`config.mk`:
```
export PLATFORM = sky130hd
export DESIGN_NAME = panel_settings_store
export DESIGN_NICKNAME = d
export VERILOG_FILES = /design/src/shared/panel_settings_pkg.sv /design/src/rtl/panel_settings_store.sv
export SDC_FILE = /design/constraint.sdc
export NUM_CORES = 1
export LEC_CHECK = 0
export BUFFER_PORTS_ARGS = -buffer_cell sky130_fd_sc_hd__buf_2
export CORE_AREA = 5 5 179 181
export CTS_CLUSTER_SIZE = 12
export DETAILED_ROUTE_END_ITERATION = 8
export DIE_AREA = 0 0 184 186
export PLACE_DENSITY = 0.73
export SLEW_MARGIN = 20
export SYNTH_ARGS = -nofsm -noshare
export SYNTH_HDL_FRONTEND = slang
export SYNTH_SLANG_ARGS = --single-unit
```
`constraint.sdc`:
```
create_clock -name i_clock -period 2.7 [get_ports i_clock]
set_input_delay 0.27 -clock i_clock [delete_from_list [all_inputs] [get_ports i_clock]]
set_output_delay 0.27 -clock i_clock [all_outputs]
set_load 0.02 [all_outputs]
```
`src/shared/panel_settings_pkg.sv`:
```
package panel_settings_pkg;

    ////////////////////////////////////////////////////////////////////////////
    // register map, byte addresses on a 32-bit avalon-mm slave
    localparam logic [4:0] REG_STATUS = 5'h00;
    localparam logic [4:0] REG_PANEL = 5'h04;
    localparam logic [4:0] REG_AUX_LEVELS = 5'h08;
    localparam logic [4:0] REG_GPI = 5'h0C;
    localparam logic [4:0] REG_OSC_TRIM = 5'h10;

    // field positions
    localparam int PANEL_VIDEO_PAL_BIT = 0;
    localparam int PANEL_IDLE_MUTE_BIT = 1;
    localparam int AUX_FIRST_LSB = 0;
    localparam int AUX_SECOND_LSB = 16;
    localparam int GPI_TTL_LSB = 0;
    localparam int GPI_RELAY_LSB = 2;

    // reset values of the bus registers
    localparam logic [31:0] AUX_LEVELS_RESET = 32'h8000_8000;
    localparam logic [3:0] GPI_RESET = 4'h0;

    ////////////////////////////////////////////////////////////////////////////
    // fader start threshold, signed dB
    localparam logic signed [15:0] FADER_THRESHOLD_DB = 16'shFF88;

    // oscillator trim, steps of 1/64 sample period
    localparam logic signed [10:0] TRIM_MAX = 11'sh3E7;
    localparam logic signed [10:0] TRIM_MIN = 11'sh419;
    localparam logic signed [10:0] TRIM_STEP = 11'sh001;

    ////////////////////////////////////////////////////////////////////////////
    typedef enum logic [2:0] {
        MENU_BOOT,
        MENU_TIMECODE,
        MENU_ITEM,
        MENU_EDIT,
        MENU_BANNER
    } menu_t;

    typedef enum logic [1:0] {
        ITEM_VIDEO,
        ITEM_IDLE,
        ITEM_TRIM
    } item_t;

    typedef struct packed {
        logic set;
        logic up;
        logic down;
        logic clkref;
    } keys_t;

    typedef struct packed {
        logic [31:0] gen_start_bcd;
        logic dig_ref_wordclock;
        logic [2:0] sample_rate_code;
        logic vitc_insert;
        logic [1:0] pull_rate_1;
        logic [1:0] pull_rate_4;
        logic base_clock_256x;
        logic [7:0] reader_line;
        logic [7:0] gen_line;
        logic burn_enable;
        logic [7:0] freewheel_frames;
        logic signed [5:0] ltc_gain_dbu;
        logic signed [3:0] servo_gain;
        logic pitch_hold;
        logic [15:0] biphase_ppf;
        logic biphase_b_leads;
        logic video_pal;
        logic idle_mute;
        logic burn_size_small;
        logic [1:0] burn_hpos;
        logic [6:0] burn_vpos_pct;
        logic burn_black_on_white;
        logic variable_speed_offset;
    } settings_t;

    // sample_rate_code 0 is 44.1 kHz, reader_line 0 searches all lines,
    // gen_line holds the first line of the pair, hpos 0 is centred
    localparam settings_t FACTORY_SETTINGS = '{
        gen_start_bcd: 32'h0000_0000,
        dig_ref_wordclock: 1'h0,
        sample_rate_code: 3'h0,
        vitc_insert: 1'h1,
        pull_rate_1: 2'h0,
        pull_rate_4: 2'h0,
        base_clock_256x: 1'h0,
        reader_line: 8'h00,
        gen_line: 8'h0E,
        burn_enable: 1'h1,
        freewheel_frames: 8'h08,
        ltc_gain_dbu: 6'sh03,
        servo_gain: 4'shF,
        pitch_hold: 1'h0,
        biphase_ppf: 16'h0064,
        biphase_b_leads: 1'h0,
        video_pal: 1'h0,
        idle_mute: 1'h1,
        burn_size_small: 1'h0,
        burn_hpos: 2'h0,
        burn_vpos_pct: 7'h14,
        burn_black_on_white: 1'h0,
        variable_speed_offset: 1'h0
    };

    typedef struct packed {
        menu_t menu;
        item_t item;
        logic signed [10:0] value;
    } display_t;

endpackage : panel_settings_pkg

```
`src/rtl/panel_settings_store.sv`:
```
// How it works
// video system choice is kept in non-volatile storage until changed.
// no warning is raised for a video system mismatch.
// one video system bit governs incoming and outgoing video format.
// time code out runs while generating; muted on LTC idle if enabled.
// six general outputs: two logic level, four relays.
// relay 3 follows first aux level above -120 dB.
// relay 4 follows second aux level above -120 dB.
// host resends levels when channel order changes.
// one trim step moves the clock by 1/64 sample period.
// trim spans -999 to +999, stepped by Down and Up.
// Up held plus clock reference press on video item unlocks trim item.
// Set on a shown trim value stores it, back to time code.
// next Set shows trim item again; Down hides it until regesture.
// Up and Down held at power-up restore defaults, show banner.
// factory restore leaves the oscillator trim untouched.
// first group of factory default values.
// second group of factory default values.
// window burn factory defaults.
// parameters reload from storage at power-up unless restore gesture seen.
`timescale 1ns/1ns
module panel_settings_store (
    input wire logic i_clock,
    input wire logic i_rst,
    input wire logic i_key_set,
    input wire logic i_key_up,
    input wire logic i_key_down,
    input wire logic i_key_clkref,
    input wire logic i_generating,
    input wire logic i_mtc_data,
    input wire logic i_ltc_idle,
    input wire panel_settings_pkg::settings_t i_nvm_settings,
    input wire logic signed [10:0] i_nvm_trim,
    input wire logic [4:0] i_avs_address,
    input wire logic i_avs_read,
    input wire logic i_avs_write,
    input wire logic [31:0] i_avs_writedata,
    input wire logic [3:0] i_avs_byteenable,
    output logic [31:0] o_avs_readdata,
    output logic o_avs_waitrequest,
    output panel_settings_pkg::settings_t o_settings,
    output logic signed [10:0] o_osc_trim,
    output logic o_nvm_store,
    output panel_settings_pkg::settings_t o_nvm_settings,
    output logic signed [10:0] o_nvm_trim,
    output panel_settings_pkg::display_t o_display,
    output logic o_mtc_out,
    output logic [1:0] o_ttl_out,
    output logic [3:0] o_relay_out
);

    ////////////////////////////////////////////////////////////////////////////
    function automatic logic signed [10:0] trim_step(input logic signed [10:0] v,
                                                     input logic up);
        logic signed [10:0] r;
        r = v;
        if (up) begin
            if (v < panel_settings_pkg::TRIM_MAX) begin
                r = v + panel_settings_pkg::TRIM_STEP;
            end
        end else begin
            if (v > panel_settings_pkg::TRIM_MIN) begin
                r = v - panel_settings_pkg::TRIM_STEP;
            end
        end
        return r;
    endfunction : trim_step

    function automatic logic level_above(input logic signed [15:0] level);
        return level > panel_settings_pkg::FADER_THRESHOLD_DB;
    endfunction : level_above

    ////////////////////////////////////////////////////////////////////////////
    panel_settings_pkg::keys_t keys_q;
    panel_settings_pkg::menu_t menu;
    panel_settings_pkg::item_t item;
    panel_settings_pkg::settings_t settings;
    logic signed [10:0] trim;
    logic signed [10:0] edit_value;
    logic trim_unlocked;
    logic restored;
    logic [31:0] aux_levels;
    logic [3:0] gpi_ctrl;
    logic bus_req;
    logic bus_accept;
    logic set_rise;
    logic up_fall;
    logic up_rise;
    logic down_rise;
    logic clkref_rise;
    logic signed [15:0] aux_first;
    logic signed [15:0] aux_second;

    assign bus_req = i_avs_read | i_avs_write;
    assign bus_accept = bus_req & ~o_avs_waitrequest;
    assign set_rise = i_key_set & ~keys_q.set;
    assign up_rise = i_key_up & ~keys_q.up;
    assign up_fall = ~i_key_up & keys_q.up;
    assign down_rise = i_key_down & ~keys_q.down;
    assign clkref_rise = i_key_clkref & ~keys_q.clkref;
    assign aux_first = aux_levels[panel_settings_pkg::AUX_FIRST_LSB +: 16];
    assign aux_second = aux_levels[panel_settings_pkg::AUX_SECOND_LSB +: 16];

    always_ff @(posedge i_clock) begin
        if (i_rst) begin
            keys_q <= '0;
        end else begin
            keys_q <= '{set: i_key_set, up: i_key_up, down: i_key_down,
                        clkref: i_key_clkref};
        end
    end

    ////////////////////////////////////////////////////////////////////////////
    // front-panel menu with settings and trim
    always_ff @(posedge i_clock) begin
        if (i_rst) begin
            menu <= panel_settings_pkg::MENU_BOOT;
            item <= panel_settings_pkg::ITEM_VIDEO;
            settings <= panel_settings_pkg::FACTORY_SETTINGS; // see R16 see R17
            trim <= '0;
            edit_value <= '0;
            trim_unlocked <= 1'b0;
            restored <= 1'b0;
            o_nvm_store <= 1'b0;
        end else begin
            o_nvm_store <= 1'b0;
            case (menu)
                panel_settings_pkg::MENU_BOOT: begin
                    // keys sampled after reset release
                    trim <= i_nvm_trim;
                    if (i_key_up && i_key_down) begin
                        // user is expected to have held power off long enough
                        settings <= panel_settings_pkg::FACTORY_SETTINGS;
                        restored <= 1'b1;
                        o_nvm_store <= 1'b1;
                        menu <= panel_settings_pkg::MENU_BANNER;
                    end else begin
                        settings <= i_nvm_settings; // see R19
                        menu <= panel_settings_pkg::MENU_TIMECODE;
                    end
                end
                panel_settings_pkg::MENU_BANNER: begin
                    if (set_rise) begin
                        menu <= panel_settings_pkg::MENU_TIMECODE;
                    end
                end
                panel_settings_pkg::MENU_TIMECODE: begin
                    if (set_rise) begin
                        menu <= panel_settings_pkg::MENU_ITEM;
                        item <= trim_unlocked ? panel_settings_pkg::ITEM_TRIM
                                              : panel_settings_pkg::ITEM_VIDEO;
                    end
                end
                panel_settings_pkg::MENU_ITEM: begin
                    if (set_rise) begin
                        menu <= panel_settings_pkg::MENU_EDIT;
                        case (item)
                            panel_settings_pkg::ITEM_VIDEO:
                                edit_value <= $signed({10'h000, settings.video_pal});
                            panel_settings_pkg::ITEM_IDLE:
                                edit_value <= $signed({10'h000, settings.idle_mute});
                            default: edit_value <= trim;
                        endcase
                    end else if (item == panel_settings_pkg::ITEM_TRIM) begin
                        if (down_rise) begin
                            trim_unlocked <= 1'b0;
                            item <= panel_settings_pkg::ITEM_VIDEO;
                        end
                    end else if (item == panel_settings_pkg::ITEM_VIDEO && i_key_up
                                 && clkref_rise) begin
                        // up moves on release so the held key can open the gesture
                        trim_unlocked <= 1'b1;
                        item <= panel_settings_pkg::ITEM_TRIM;
                    end else if (down_rise || up_fall) begin
                        item <= (item == panel_settings_pkg::ITEM_VIDEO)
                              ? panel_settings_pkg::ITEM_IDLE
                              : panel_settings_pkg::ITEM_VIDEO;
                    end
                end
                panel_settings_pkg::MENU_EDIT: begin
                    if (set_rise) begin
                        o_nvm_store <= 1'b1;
                        case (item)
                            panel_settings_pkg::ITEM_VIDEO: begin
                                // no check against the applied video, by design
                                settings.video_pal <= edit_value[0]; // see R03
                                menu <= panel_settings_pkg::MENU_ITEM;
                            end
                            panel_settings_pkg::ITEM_IDLE: begin
                                settings.idle_mute <= edit_value[0];
                                menu <= panel_settings_pkg::MENU_ITEM;
                            end
                            default: begin
                                trim <= edit_value;
                                menu <= panel_settings_pkg::MENU_TIMECODE;
                            end
                        endcase
                    end else if (up_rise || down_rise) begin
                        if (item == panel_settings_pkg::ITEM_TRIM) begin
                            edit_value <= trim_step(edit_value, up_rise);
                        end else begin
                            edit_value <= $signed({10'h000, ~edit_value[0]});
                        end
                    end
                end
                default: begin
                    menu <= panel_settings_pkg::MENU_TIMECODE;
                end
            endcase
            // a bus write to the panel word lands after the menu, so it wins
            if (bus_accept && i_avs_write && i_avs_address == panel_settings_pkg::REG_PANEL
                && i_avs_byteenable[0]) begin
                settings.video_pal <= i_avs_writedata[panel_settings_pkg::PANEL_VIDEO_PAL_BIT];
                settings.idle_mute <= i_avs_writedata[panel_settings_pkg::PANEL_IDLE_MUTE_BIT];
                o_nvm_store <= 1'b1;
            end
        end
    end

    ////////////////////////////////////////////////////////////////////////////
    // host-fed registers
    always_ff @(posedge i_clock) begin
        if (i_rst) begin
            aux_levels <= panel_settings_pkg::AUX_LEVELS_RESET;
            gpi_ctrl <= panel_settings_pkg::GPI_RESET;
        end else if (bus_accept && i_avs_write) begin
            if (i_avs_address == panel_settings_pkg::REG_AUX_LEVELS) begin
                // host rewrites both levels whenever its channel order changes
                for (int b = 0; b < 4; b++) begin
                    if (i_avs_byteenable[b]) begin
                        aux_levels[b*8 +: 8] <= i_avs_writedata[b*8 +: 8];
                    end
                end
            end
            if (i_avs_address == panel_settings_pkg::REG_GPI && i_avs_byteenable[0]) begin
                gpi_ctrl <= i_avs_writedata[3:0];
            end
        end
    end

    ////////////////////////////////////////////////////////////////////////////
    // avalon slave, always one wait state
    always_ff @(posedge i_clock) begin
        if (i_rst) begin
            o_avs_waitrequest <= 1'b1;
            o_avs_readdata <= '0;
        end else begin
            o_avs_waitrequest <= ~(bus_req & o_avs_waitrequest);
            if (bus_req && o_avs_waitrequest) begin
                case (i_avs_address)
                    panel_settings_pkg::REG_STATUS:
                        o_avs_readdata <= {21'h000000, o_relay_out, restored,
                                           trim_unlocked, item, menu};
                    panel_settings_pkg::REG_PANEL:
                        o_avs_readdata <= {30'h00000000, settings.idle_mute,
                                           settings.video_pal};
                    panel_settings_pkg::REG_AUX_LEVELS:
                        o_avs_readdata <= aux_levels;
                    panel_settings_pkg::REG_GPI:
                        o_avs_readdata <= {28'h0000000, gpi_ctrl};
                    panel_settings_pkg::REG_OSC_TRIM:
                        o_avs_readdata <= {{21{trim[10]}}, trim};
                    default:
                        o_avs_readdata <= '0;
                endcase
            end
        end
    end

    ////////////////////////////////////////////////////////////////////////////
    // outputs, all registered
    always_ff @(posedge i_clock) begin
        if (i_rst) begin
            o_mtc_out <= 1'b0;
            o_ttl_out <= '0;
            o_relay_out <= '0;
        end else begin
            o_mtc_out <= i_generating & i_mtc_data
                       & ~(settings.idle_mute & i_ltc_idle);
            o_ttl_out <= gpi_ctrl[panel_settings_pkg::GPI_TTL_LSB +: 2];
            o_relay_out[1:0] <= gpi_ctrl[panel_settings_pkg::GPI_RELAY_LSB +: 2];
            o_relay_out[2] <= level_above(aux_first);
            o_relay_out[3] <= level_above(aux_second);
        end
    end

    always_ff @(posedge i_clock) begin
        if (i_rst) begin
            o_settings <= panel_settings_pkg::FACTORY_SETTINGS;
            o_osc_trim <= '0;
            o_nvm_settings <= panel_settings_pkg::FACTORY_SETTINGS;
            o_nvm_trim <= '0;
            o_display <= '0;
        end else begin
            o_settings <= settings;
            // units of 1/64 sample period
            o_osc_trim <= trim;
            o_nvm_settings <= settings;
            o_nvm_trim <= trim;
            o_display.menu <= menu;
            o_display.item <= item;
            o_display.value <= (menu == panel_settings_pkg::MENU_EDIT) ? edit_value : trim;
        end
    end

endmodule : panel_settings_store

```
Yosys cells after proc, flatten, opt, wreduce, memory -nomap -nowiden
Index checks and enable logic that the tools add are counted.
- bits of input ports: 172
- output and inout port bits: 297
- bits in registers: 355
- word-level logic and storage cells: 199
- order comparisons: 4
- add/subtract/negate cells: 2
- reduce and logical (&&, ||, !) cells: 32
- bitwise logic cells: 21
- eq/ne operators: 26
- mux-type cells: 43
- operators by type and width (kind ; number):
    $pmux W32 S5 ; 1
    $mux W11 ; 10
    $mux W109 ; 1
    $pmux W11 S2 ; 3
    $gt A16 B8 Y1 const B ; 2
    $reduce_and A3 Y1 ; 7
    $mux W2 ; 10
    $ne A2 B2 Y1 const B ; 9
    $mux W3 ; 5
    $pmux W3 S5 ; 1
    $ne A4 B4 Y1 const B ; 3
    $add A11 B2 Y11 const B ; 1
    $gt A11 B11 Y1 const B ; 1
    $lt A11 B11 Y1 const B ; 1
    $sub A11 B2 Y11 const B ; 1
    $and A1 B1 Y1 ; 10
    $eq A5 B4 Y1 const B ; 2
    $not A1 Y1 ; 10
    $mux W1 ; 9
    $ne A3 B3 Y1 const B ; 3
    $logic_and A1 B1 Y1 ; 8
    $pmux W2 S2 ; 2
    $reduce_and A4 Y1 ; 2
    $reduce_bool A2 Y1 ; 4
    19 further kinds ; 22

Depth between registers and ports, before layout
Gate-level depths: netlist of run 1.
- depth in word-level cells: 8
- depth in mapped cells: 9
- gate-level depth less buffers: 9

Worst setup path before layout of run 1
OpenSTA, ideal clock, no wires.
- kind: register -> register
- start: register keys_q[2] (netlist bit)
- end: register edit_value[10]
- period minus slack after synthesis: 2.448 ns
- required time: 2.605 ns
- data arrival time: 2.353 ns
- slack: 0.252 ns
- stages on the path, launching flop included: 10
- library setup time: 0.095 ns
- buffers on the path: 0
- cell sequence: dfxtp_1 > and2b_1 > inv_1 > fa_1 > a21o_1 > a221oi_1 > o21ai_0 > a21oi_1 > mux2i_1 > a221oi_1
- cells in the longest elaborated chain, start to end: 7
- elaborated cells between the ends (all ways): 12
- classes of those cells: eq/ne (3); mux (5); bitwise (2); reduce/logical (2)
- RTL lines (element ; line ; source):
    start, declared ; panel_settings_store.sv:74 ; panel_settings_pkg::keys_t keys_q;
    start signal, assigned ; panel_settings_store.sv:108 ; keys_q <= '{set: i_key_set, up: i_key_up, down: i_key_down,
    $not A1 Y1 (*) ; panel_settings_store.sv:97 ; assign up_rise = i_key_up & ~keys_q.up;
    $and A1 B1 Y1 (*) ; panel_settings_store.sv:97 ;
    $mux W11 ; panel_settings_store.sv:57 ; if (up) begin
    $mux W11 ; panel_settings_store.sv:199 ; if (item == panel_settings_pkg::ITEM_TRIM) begin
    $mux W11 ; panel_settings_store.sv:198 ; end else if (up_rise || down_rise) begin
    $mux W11 ; panel_settings_store.sv:181 ; if (set_rise) begin
    $pmux W11 S2 ; panel_settings_store.sv:127 ; case (menu)
    end signal, assigned ; panel_settings_store.sv:159 ; edit_value <= $signed({10'h000, settings.video_pal});
    end signal, assigned ; panel_settings_store.sv:200 ; edit_value <= trim_step(edit_value, up_rise);
    end signal, assigned ; panel_settings_store.sv:202 ; edit_value <= $signed({10'h000, ~edit_value[0]});
    end, declared ; panel_settings_store.sv:79 ; logic signed [10:0] edit_value;
Mark *: on every way between the ends. The rest lies on a longest branch, timed or not. The select of a mux whose other input is x is not followed.
A chain may end at the register's enable or synchronous reset.

Worst setup path after layout of run 1
Ends and elaborated chain as after synthesis.

==> run summary, run 1 <==
Later-pin clock latency in the skew report - 0.50 ns
Die Area - 34200 sq um
Register area - 7110 sq um
Post-layout minimum cycle time - 2.43 ns
Primary FF master, synth - dfxtp_1
Critical-path top delay cell - fa_1
Fin. max-slew vios - 0
Die span in x - 184 microns
Max_slew headroom - 0.431
Clock power share - 0.396
Clock slew at reported path FFs - 0.06 ns
Outcome - finished clean
Net Count, Synth - 1500
Worst slew pin tran - 0.854 ns
Largest net degree at the start of global routing - 87
DP Area - 14900 sq um
Initial Util - 0.430
Placement row count - 64
Share of cells above drive strength 1 - 0.331
Port Buffers - 468
Die height - 186 microns
Synth cell types - 55
Setup tns final - 0 ns
Fmax - 0.412 GHz
Post-route DRC violation count - 0
H-Tree Depth - 2
Power density cells - 720 nW/um^2
Combinational share of power - 0.136
Place WS - 0.0969 ns
Crit Path Class - flop to flop
Number of vias per cell - 5.19
Final setup violation count - 0
Pint - 9.14 mW
Remaining Overflow, GRT - 0
# Max-Cap Violations - 0
Initial antenna violation count - 3
Peak VDD IR - 0.455 mV
Area of the multi-input gates - 4640 sq um
Initial DRC count - 745
Num CTS Buffers - 38
Area of the core - 30300 sq um
Grt met2 use - 0.403
Area Overhead vs Synth - 31.4%
Setup Skew - 0.00939 ns
Net Sw Frac - 0.257
WP buf/inv - 1
Final #Nets - 1934
Max Root-Sink Buffers - 3
Fill count - 2566
Worst EP required - 3.10 ns
Sink Count - 355
Post-route worst setup slack - 0.273 ns
Number of synthesis warnings - 0
Avg WL per Cell - 19.9 microns
Async S/R FF share, synth - 0
Root Buffer - clkbuf_16
Gr busiest metal - met2
Synthesized area per cell - 9.88 sq um
I/O Pins - 469
First-pass GRT wire length - 63500 microns
CP Capture Type - flop
Post-synth EDFFs - 0
Synth Register Bits - 355
Via count - 11300
CP Max Fanout - 8
CP peak stage delay - 0.42 ns
Gr usage total - 0.234
Period utilization - 0.899
Hold slack - 0.0173 ns
Met3 usage - 0.0502
Drt pass-1 iters - 7
Worst hold path type - input pin to flop
Crit-path leading delay family - compound AO/OA/AOI/OAI gates
Final Hold Viols - 0
Switch Pwr - 3.17 mW
Critical Path AT - 2.83 ns
GPL Wtd Cong - 0.919
Mapped Cells - 1317
CTS tree - done
Post-layout instance area - 17100 sq um
LEAKAGE - 7.77 nW
Met1 Track Usage GR - 0.286
Cell Chain, Critical Path - and2b_1 > inv_1 > fa_1 > a21o_1 > a221oi_2 > o21ai_1 > a21oi_1 > mux2i_1 > a221oi_1
Post-DP HPWL - 30600 microns
Drt total wl - 43100 microns
Vias in the first global route - 11000
Startpoint Class - flop
Antenna-violating nets left - 0
Post-synthesis sequential area ratio - 0.546
Synthesized cell area - 13000 sq um
RSZ-0062 raised after global routing - false
Seq pwr share - 0.468
==> through the flow <==
step / util / instances / power [mW]
final: 0.565 / 2166 / 12.3
after global routing: 0.565 / 2166 / 12.8
after CTS: 0.564 / 2164 / 12.4
after detailed placement: 0.492 / 2004 / 7.40
after global placement: 0.492 / 2004 / 7.38
after floorplan: - / 1317 / 6.87
==> path summary, 6_finish.rpt <==
kind | cells past startpoint | to | slack, ns | from
max | 9 | edit_value[10] | 0.27 | keys_q[2]
max reg2reg | 9 | edit_value[10] | 0.27 | keys_q[2]
min | 3 | aux_levels[31] | 0.02 | i_avs_writedata[31]
min reg2reg | 1 | o_nvm_settings[20] | 0.42 | settings[20]
==> synthesized netlist by cell type (2+ instances only) <==
library cell	instances	share of area
nor4_1	2	0.00096
or3_1	4	0.0019
a21o_1	4	0.0023
o211ai_1	3	0.0017
nor2_1	72	0.021
nand3_1	37	0.014
a21oi_1	119	0.046
o22a_1	17	0.011
a31oi_1	4	0.0019
nand4_1	7	0.0034
a22o_1	90	0.061
o21a_1	2	0.0012
buf_4	121	0.070
nor3_1	12	0.0046
a21oi_2	2	0.0013
and3b_1	4	0.0027
a311oi_1	13	0.0087
nand3b_1	3	0.0017
o21ai_0	12	0.0046
a222oi_1	8	0.0062
mux2i_1	15	0.012
nand2_1	107	0.031
inv_1	9	0.0026
nor2b_1	116	0.056
o31ai_1	2	0.0012
a221oi_1	12	0.0081
xnor2_1	7	0.0047
a211o_1	3	0.0020
buf_1	4	0.0012
clkbuf_1	65	0.019
dfxtp_1	355	0.55
buf_2	17	0.0065
nand2b_1	5	0.0024
and2_1	2	0.00096
a22oi_1	2	0.0012
or2_2	20	0.0096
ha_1	10	0.0096
and3_1	5	0.0024
a211oi_1	9	0.0052
==> layout make-up <==
cell class	count	share of cell area
clock buffer	51	0.0638
sequential	355	0.416
tap	396	0.0290
multi-input combinational	745	0.271
clock inverter	6	0.00381
antenna	2	0.000293
inverter	9	0.00198
timing repair buffer	602	0.214
==> kinds of logic (layout without fill, tap and decap cells) <==
family / Yosys count / in the layout / share of synthesized area
muxes: 15 / 15 / 0.0115
DFF: 355 / 355 / 0.546
xor gates and xnor gates: 7 / 7 / 0.00471
AOI/OAI and AO/OA: 304 / 304 / 0.165
and+or+nand+nor: 408 / 408 / 0.162
buffers and inverters: 217 / 668 / 0.0997
other: 0 / 2 / 0
adders and majority gates: 11 / 11 / 0.0112
==> sequential cells by signal, indices dropped and copies added, names as in the netlist, 11 cells and up <==
| name | cells |
|---|---|
| aux_levels | 32 |
| edit_value | 11 |
| o_avs_readdata | 32 |
| o_display | 16 |
| o_nvm_settings | 109 |
| o_nvm_trim | 11 |
| settings | 109 |
| trim | 11 |
==> repair_timing <==
action,4_1_cts,5_1_grt
hold endpoints to repair,103,0
setup buffers,0,0
setup endpoints to repair,0,2
hold buffers,103,0
resized for setup,0,2
==> worst min-delay path, delay by kind of cell <==
kind / cells / cell delay, ns
simple gates: 2 / 0.13
buf+inv: 1 / 0.09
==> routing by layer <==
metal	vias up	routed length, microns
met5	-	13
li1	5308	-
met3	87	3370
met1	5345	16900
met4	2	1650
met2	510	21200
==> cells in the final DEF (no fill, tap or decap), types with 3 or more instances in the layout <==
master         synthesis  layout
buf_2                 17     467
dfxtp_1              355     355
a21oi_1              119     119
nor2b_1              116     116
nand2_1              107     107
dlygate4sd3_1          0     103
a22o_1                90      90
nor2_1                72      72
clkbuf_16              0      39
nand3_1               37      37
buf_4                121      27
or2_2                 20      20
o22a_1                17      17
mux2i_1               15      15
a311oi_1              13      13
nor3_1                12      11
a221oi_1              12      11
o21ai_0               12      10
ha_1                  10      10
inv_1                  9       9
a211oi_1               9       9
a222oi_1               8       8
nand4_1                7       7
xnor2_1                7       7
clkbuf_8               0       7
nand2b_1               5       5
and3_1                 5       5
clkbuf_1              65       5
and3b_1                4       4
a21o_1                 4       4
a31oi_1                4       4
buf_12                 0       4
nand3b_1               3       3
or3_1                  4       3
o211ai_1               3       3
a211o_1                3       3
==> power groups by stage <==
| stage | clock (mW) | combinational (mW) | sequential, mW |
|---|---|---|---|
| after detailed placement | 0 | 1.53 | 5.87 |
| after global placement | 0 | 1.52 | 5.86 |
| after CTS | 4.98 | 1.67 | 5.76 |
| after floorplan | 0 | 0.931 | 5.94 |
| final | 4.87 | 1.67 | 5.76 |
| after global routing | 5.21 | 1.80 | 5.79 |
No activity file was read; power rests on OpenSTA's default activity.
==> inputs of run 2 (changes only) <==
clock period = 2.3 ns   (was 2.7 ns; I/O delays follow)
==> run 2 against run 1 <==
Against the previous run:
- die area unchanged
- non-clock buffer count rose by 64
- worst setup slack got worse by 0.20 ns
- global-route usage rose by 0.83 points
- combinational power increased by 24%
- final area increased by 4.4%
- fmax is 8.8% higher
- clock skew grew 0.0089 ns
- clock-buffer cell count rose by 9
- critical endpoint is now edit_value[6]
- largest cell class unchanged
- highest routed layer is now met4
==> run summary, run 2 (synthesis gave the netlist of run 1 again) <==
Outcome - finished clean
Max_slew headroom - 0.490 (+0.0591)
Port Buffers - 468 (unchanged)
CP Capture Type - flop
Period utilization - 0.969 (+0.0706)
Remaining Overflow, GRT - 0 (unchanged)
Fin. max-slew vios - 0 (unchanged)
Initial Util - 0.430 (unchanged)
# Max-Cap Violations - 0 (unchanged)
Largest regs - o_nvm_settings (109), settings (109)
Number of vias per cell - 5.22 (+0.42%)
Vias in the first global route - 11500 (+4.8%)
Later-pin clock latency in the skew report - 0.53 ns (+0.03 ns)
Post-route worst setup slack - 0.0704 ns (-0.203 ns)
Gr usage total - 0.243 (+0.00828)
Initial DRC count - 682 (-8.5%)
Drt pass-1 iters - 5 (-2)
Post-route DRC violation count - 0 (unchanged)
Setup Skew - 0.0182 ns (+0.00885 ns)
DP Area - 15000 sq um (+0.46%)
Top routing layer in use - met4
Post-DP HPWL - 30300 microns (-0.90%)
Antenna-violating nets left - 0 (unchanged)
Power density cells - 845 nW/um^2 (+17%)
Placement row count - 64 (unchanged)
CTS tree - done
Final Hold Viols - 0 (unchanged)
Post-layout instance area - 17900 sq um (+4.4%)
Worst hold path type - input pin to flop
Final #Nets - 1999 (+3.4%)
Largest net degree at the start of global routing - 91 (+4.6%)
Initial antenna violation count - 1 (-2)
Drt total wl - 44300 microns (+2.7%)
CP Max Fanout - 8 (unchanged)
Area of the core - 30300 sq um (unchanged)
Die height - 186 microns (unchanged)
RSZ-0062 raised after global routing - true
Startpoint Class - flop
Wire length on met3 - 3800 microns (+13%)
Area Overhead vs Synth - 37.2%
Die Area - 34200 sq um (unchanged)
Peak VDD IR - 0.605 mV (+33%)
Crit Path Class - flop to flop
Clock slew at reported path FFs - 0.06 ns (about the same)
First-pass GRT wire length - 65600 microns (+3.4%)
Worst EP required - 2.69 ns (-0.41 ns)
Die span in x - 184 microns (unchanged)
Core Util, Final - 0.590 (+0.0251)
Root Buffer - clkbuf_16
Most frequent cells in the layout - buf_2 (467), dfxtp_1 (355), dlygate4sd3_1 (156)
Routed met1 length - 16700 microns (-1.1%)
GPL Wtd Cong - 0.895 (-2.7%)
H-Tree Depth - 2 (unchanged)
Final setup violation count - 0 (unchanged)
Commonest non-fill, non-tap cell in the layout - buf_2
Post-layout minimum cycle time - 2.23 ns (-0.197 ns)
Num CTS Buffers - 39 (+2.6%)
Via count - 11700 (+3.8%)
Fmax - 0.449 GHz (+8.8%)
Met2 routed WL - 21700 microns (+2.4%)
Avg WL per Cell - 19.8 microns (-0.66%)
Setup tns final - 0 ns (unchanged)
Sink Count - 355 (unchanged)
Place WS - -0.0686 ns (-0.165 ns)
Share of cells above drive strength 1 - 0.328 (-0.00244)
LEAKAGE - 8.10 nW (+4.2%)
I/O Pins - 469 (unchanged)
Max Root-Sink Buffers - 3 (unchanged)
Hold slack - 0.0443 ns (+0.0270 ns)
Worst slew pin tran - 0.765 ns (-0.0887 ns)
Critical Path AT - 2.62 ns (-0.21 ns)
run 2: cell count changes in the layout (fill, tap and decap cells not counted), sizes merged:
cell / before / now
dlygate4sd3: 103 / 156
buf: 499 / 510
clkbuf: 51 / 60
bufinv: 1 / 3
clkinv: 2 / 1
diode: 2 / 1
run 2: layer usage:
| metal | track usage | up-vias |
|---|---|---|
| met4 | 0.109 | 0 |
| li1 | - | 5443 |
| met2 | 0.415 | 562 |
| met1 | 0.291 | 5539 |
| met3 | 0.0577 | 136 |
| met5 | 0 | - |
run 2: path summary, 6_finish.rpt:
path                       startpoint            endpoint  slack (ns)  cells after the start
setup / recovery            keys_q[2]       edit_value[6]        0.07                     10
hold reg to reg          settings[20]  o_nvm_settings[20]        0.43                      1
setup reg to reg            keys_q[2]       edit_value[6]        0.07                     10
hold / removal    i_avs_byteenable[2]      aux_levels[22]        0.04                      3
run 2: layout make-up:
| class | instances | area [sq um] |
|---|---|---|
| antenna | 1 | 2.50 |
| multi-input combinational | 745 | 4660 |
| clock buffer | 60 | 1160 |
| timing repair buffer | 666 | 4260 |
| fill | 2468 | 12400 |
| tap | 396 | 495 |
| clock inverter | 7 | 131 |
| sequential | 355 | 7110 |
| inverter | 9 | 36.3 |
run 2: repair_timing:
action / CTS / global route
pin swaps: 2 / 1
gates resized for setup: 2 / 6
endpoints found under the setup margin: 1 / 5
hold buffers: 156 / 0
hold endpoints to repair: 160 / 0
gates cloned: 0 / 0
buffers inserted: 0 / 1
run 2: worst max-delay path: stages (launching register included):
cell and delay, ns:
dfxtp_1 0.32, and2b_2 0.24, inv_4 0.10, ha_1 0.26, a21o_1 0.22, a221oi_4 0.34, buf_4 0.16, buf_4 0.09
xnor2_1 0.05, a221oi_1 0.23, nor3_1 0.08
run 2: stage by stage:
stage / instances / total power [mW]
after floorplan: 1317 / 8.06
after detailed placement: 2014 / 8.70
after global placement: 2014 / 8.68
after CTS: 2237 / 15.2
final: 2239 / 15.1
after global routing: 2239 / 15.6
run 2: power by group:
group	internal, mW	switching [mW]
sequential	6.53	0.231
clock	3.80	2.45
combinational	0.863	1.21
==> inputs of run 3 (changes only) <==
==> constraint.sdc (replaced) <==
create_clock -name i_clock -period 2.3 [get_ports i_clock]
set_input_delay 0.115 -clock i_clock [delete_from_list [all_inputs] [get_ports i_clock]]
set_output_delay 0.115 -clock i_clock [all_outputs]
set_load 0.02 [all_outputs]
==> run 3 against run 2 <==
Against the previous run:
- via count is 1.4% higher
- cell count up 0.58%
- clock skew grew 0.00083 ns
- non-clock buffer count up 24
- sequential cell count unchanged
- total power is 4.4% lower
- final area is 0.40% higher
- fmax grew 2.6%
- hold slack better by 0.024 ns
- clock-buffer cell count fell by 11
- first-iteration DRC count increased by 18%
- utilization up 0.24 points
- largest power group unchanged
==> run summary, run 3 (synthesis gave the netlist of run 1 again) <==
DP Area - 14900 sq um (-0.17%)
Fill count - 2420 (-1.9%)
Root Buffer - clkbuf_16
Area of the core - 30300 sq um (unchanged)
Port Buffers - 468 (unchanged)
Sink Count - 355 (unchanged)
Largest net degree at the start of global routing - 95 (+4.4%)
Area Overhead vs Synth - 37.7%
Max Root-Sink Buffers - 3 (unchanged)
Placement row count - 64 (unchanged)
Final Hold Viols - 0 (unchanged)
Post-layout minimum cycle time - 2.17 ns (-0.0570 ns)
Num CTS Buffers - 37 (-5.1%)
GPL Wtd Cong - 0.907 (+1.4%)
Initial DRC count - 805 (+18%)
Final non-filler cell total - 2252 (+0.58%)
Drt total wl - 45300 microns (+2.3%)
Gr usage total - 0.246 (+0.00325)
Remaining Overflow, GRT - 0 (unchanged)
Outcome - finished clean
Fmax - 0.460 GHz (+2.6%)
Number of vias per cell - 5.26 (+0.78%)
Avg WL per Cell - 20.1 microns (+1.7%)
Via count - 11800 (+1.4%)
Seq pwr share - 0.469 (+0.021)
Post-layout instance area - 17900 sq um (+0.40%)
Max_slew headroom - 0.447 (-0.0429)
Crit Path Class - flop to flop
Critical-path top delay cell - fa_2
Startpoint Class - flop
Final setup violation count - 0 (unchanged)
Place WS - -0.0348 ns (+0.0338 ns)
Vias in the first global route - 11600 (+0.44%)
First-pass GRT wire length - 66400 microns (+1.3%)
LEAKAGE - 8.04 nW (-0.76%)
Placed Cells - 2009 (-0.25%)
CP peak stage delay - 0.35 ns (about the same)
Drt pass-1 iters - 6 (+1)
RSZ-0062 raised after global routing - false
Worst slew pin tran - 0.827 ns (+0.0624 ns)
I/O Pins - 469 (unchanged)
Initial antenna violation count - 2 (+1)
Net Sw Frac - 0.261 (+0.00355)
Initial Util - 0.430 (unchanged)
Cell Chain, Critical Path - and2b_2 > inv_4 > fa_2 > a21o_1 > a221oi_4 > buf_4 > xnor2_1 > a221oi_1 > nor3_1
CP Max Fanout - 8 (unchanged)
Post-route worst setup slack - 0.127 ns (+0.0570 ns)
Die span in x - 184 microns (unchanged)
Final #Nets - 2021 (+1.1%)
H-Tree Depth - 2 (unchanged)
Commonest non-fill, non-tap cell in the layout - buf_2
Post-route DRC violation count - 0 (unchanged)
Later-pin clock latency in the skew report - 0.51 ns (-0.02 ns)
Peak VDD IR - 0.620 mV (+2.4%)
Clock slew at reported path FFs - 0.06 ns (about the same)
Worst EP required - 2.67 ns (-0.02 ns)
Core Util, Final - 0.592 (+0.00236)
Critical Path AT - 2.55 ns (-0.07 ns)
Largest regs - o_nvm_settings (109), settings (109)
Combinational share of power - 0.144 (+0.006)
# Max-Cap Violations - 0 (unchanged)
Power density cells - 804 nW/um^2 (-4.8%)
Post-DP HPWL - 29900 microns (-1.5%)
Worst hold path type - input pin to flop
Pint - 10.6 mW (-4.8%)
CTS tree - done
Period utilization - 0.945 (-0.0248)
Die height - 186 microns (unchanged)
Fin. max-slew vios - 0 (unchanged)
Share of cells above drive strength 1 - 0.318 (-0.0102)
Switch Pwr - 3.77 mW (-3.1%)
CP Capture Type - flop
Total power - 14.4 mW (-4.4%)
Reg2Reg Setup Slack - 0.13 ns (+0.06 ns)
Die Area - 34200 sq um (unchanged)
Setup Skew - 0.0191 ns (+0.000825 ns)
Most frequent cells in the layout - buf_2 (467), dfxtp_1 (355), dlygate4sd3_1 (186)
Clock power share - 0.387 (-0.027)
Antenna-violating nets left - 0 (unchanged)
[run 3: layer usage]
layer / share of wire / vias to the layer above / GRT usage / wire length (microns)
met4: 0.050 / 0 / 0.117 / 2270
met1: 0.38 / 5589 / 0.298 / 17300
met5: 0 / - / 0 / 0
met2: 0.49 / 646 / 0.421 / 22100
met3: 0.080 / 131 / 0.0475 / 3640
li1: - / 5473 / - / -
[run 3: worst paths after layout]
path | from | end | depth (start not counted)
max | keys_q[2] | edit_value[6] | 9
min | i_avs_read | o_avs_waitrequest | 3
max reg2reg | keys_q[2] | edit_value[6] | 9
min reg2reg | settings[32] | o_nvm_settings[32] | 1
[run 3: critical path: cells and delay by family (launching register included)]
| kind | cells | cell delay [ns] |
|---|---|---|
| XOR/XNOR | 1 | 0.05 |
| AO/OA/AOI/OAI | 3 | 0.79 |
| flip-flops | 1 | 0.30 |
| AND/OR/NAND/NOR | 2 | 0.32 |
| adder cells (fa/ha/maj) | 1 | 0.35 |
| buffers and inverters | 2 | 0.23 |
[run 3: through the flow]
stage	hold slack [ns]	TNS [ns]
2_1_floorplan	0.211	0
3_3_place_gp	0.320	-0.00727
3_5_place_dp	0.323	-0.0348
4_1_cts	0.0456	0
5_1_grt	0.0725	0
6_report	0.0682	0
[run 3: area by class of cell]
cell class,instances,area [sq um],share of cell area
Sequential cell,355,7110,0.396
Multi-Input combinational cell,745,4660,0.260
Timing Repair Buffer,690,4530,0.253
Clock buffer,49,1000,0.0558
Tap cell,396,495,0.0276
Clock inverter,6,87.6,0.00489
Inverter,9,36.3,0.00202
Antenna cell,2,5.00,0.000279
[run 3: power by group through the flow]
stage / registers [mW] / clock network (mW) / logic [mW]
after global placement: 6.88 / 0 / 1.80
final: 6.76 / 5.58 / 2.08
after global routing: 6.79 / 5.93 / 2.22
after floorplan: 6.97 / 0 / 1.09
after CTS: 6.75 / 5.68 / 2.05
after detailed placement: 6.88 / 0 / 1.81
[run 3: what timing repair did]
action / 4_1_cts / 5_1_grt
setup endpoints to repair: 1 / 6
hold buffers: 186 / 0
pin swaps: 0 / 4
cloned: 0 / 0
resized for setup: 1 / 7
buffers inserted: 0 / 0
hold endpoints to repair: 164 / 0
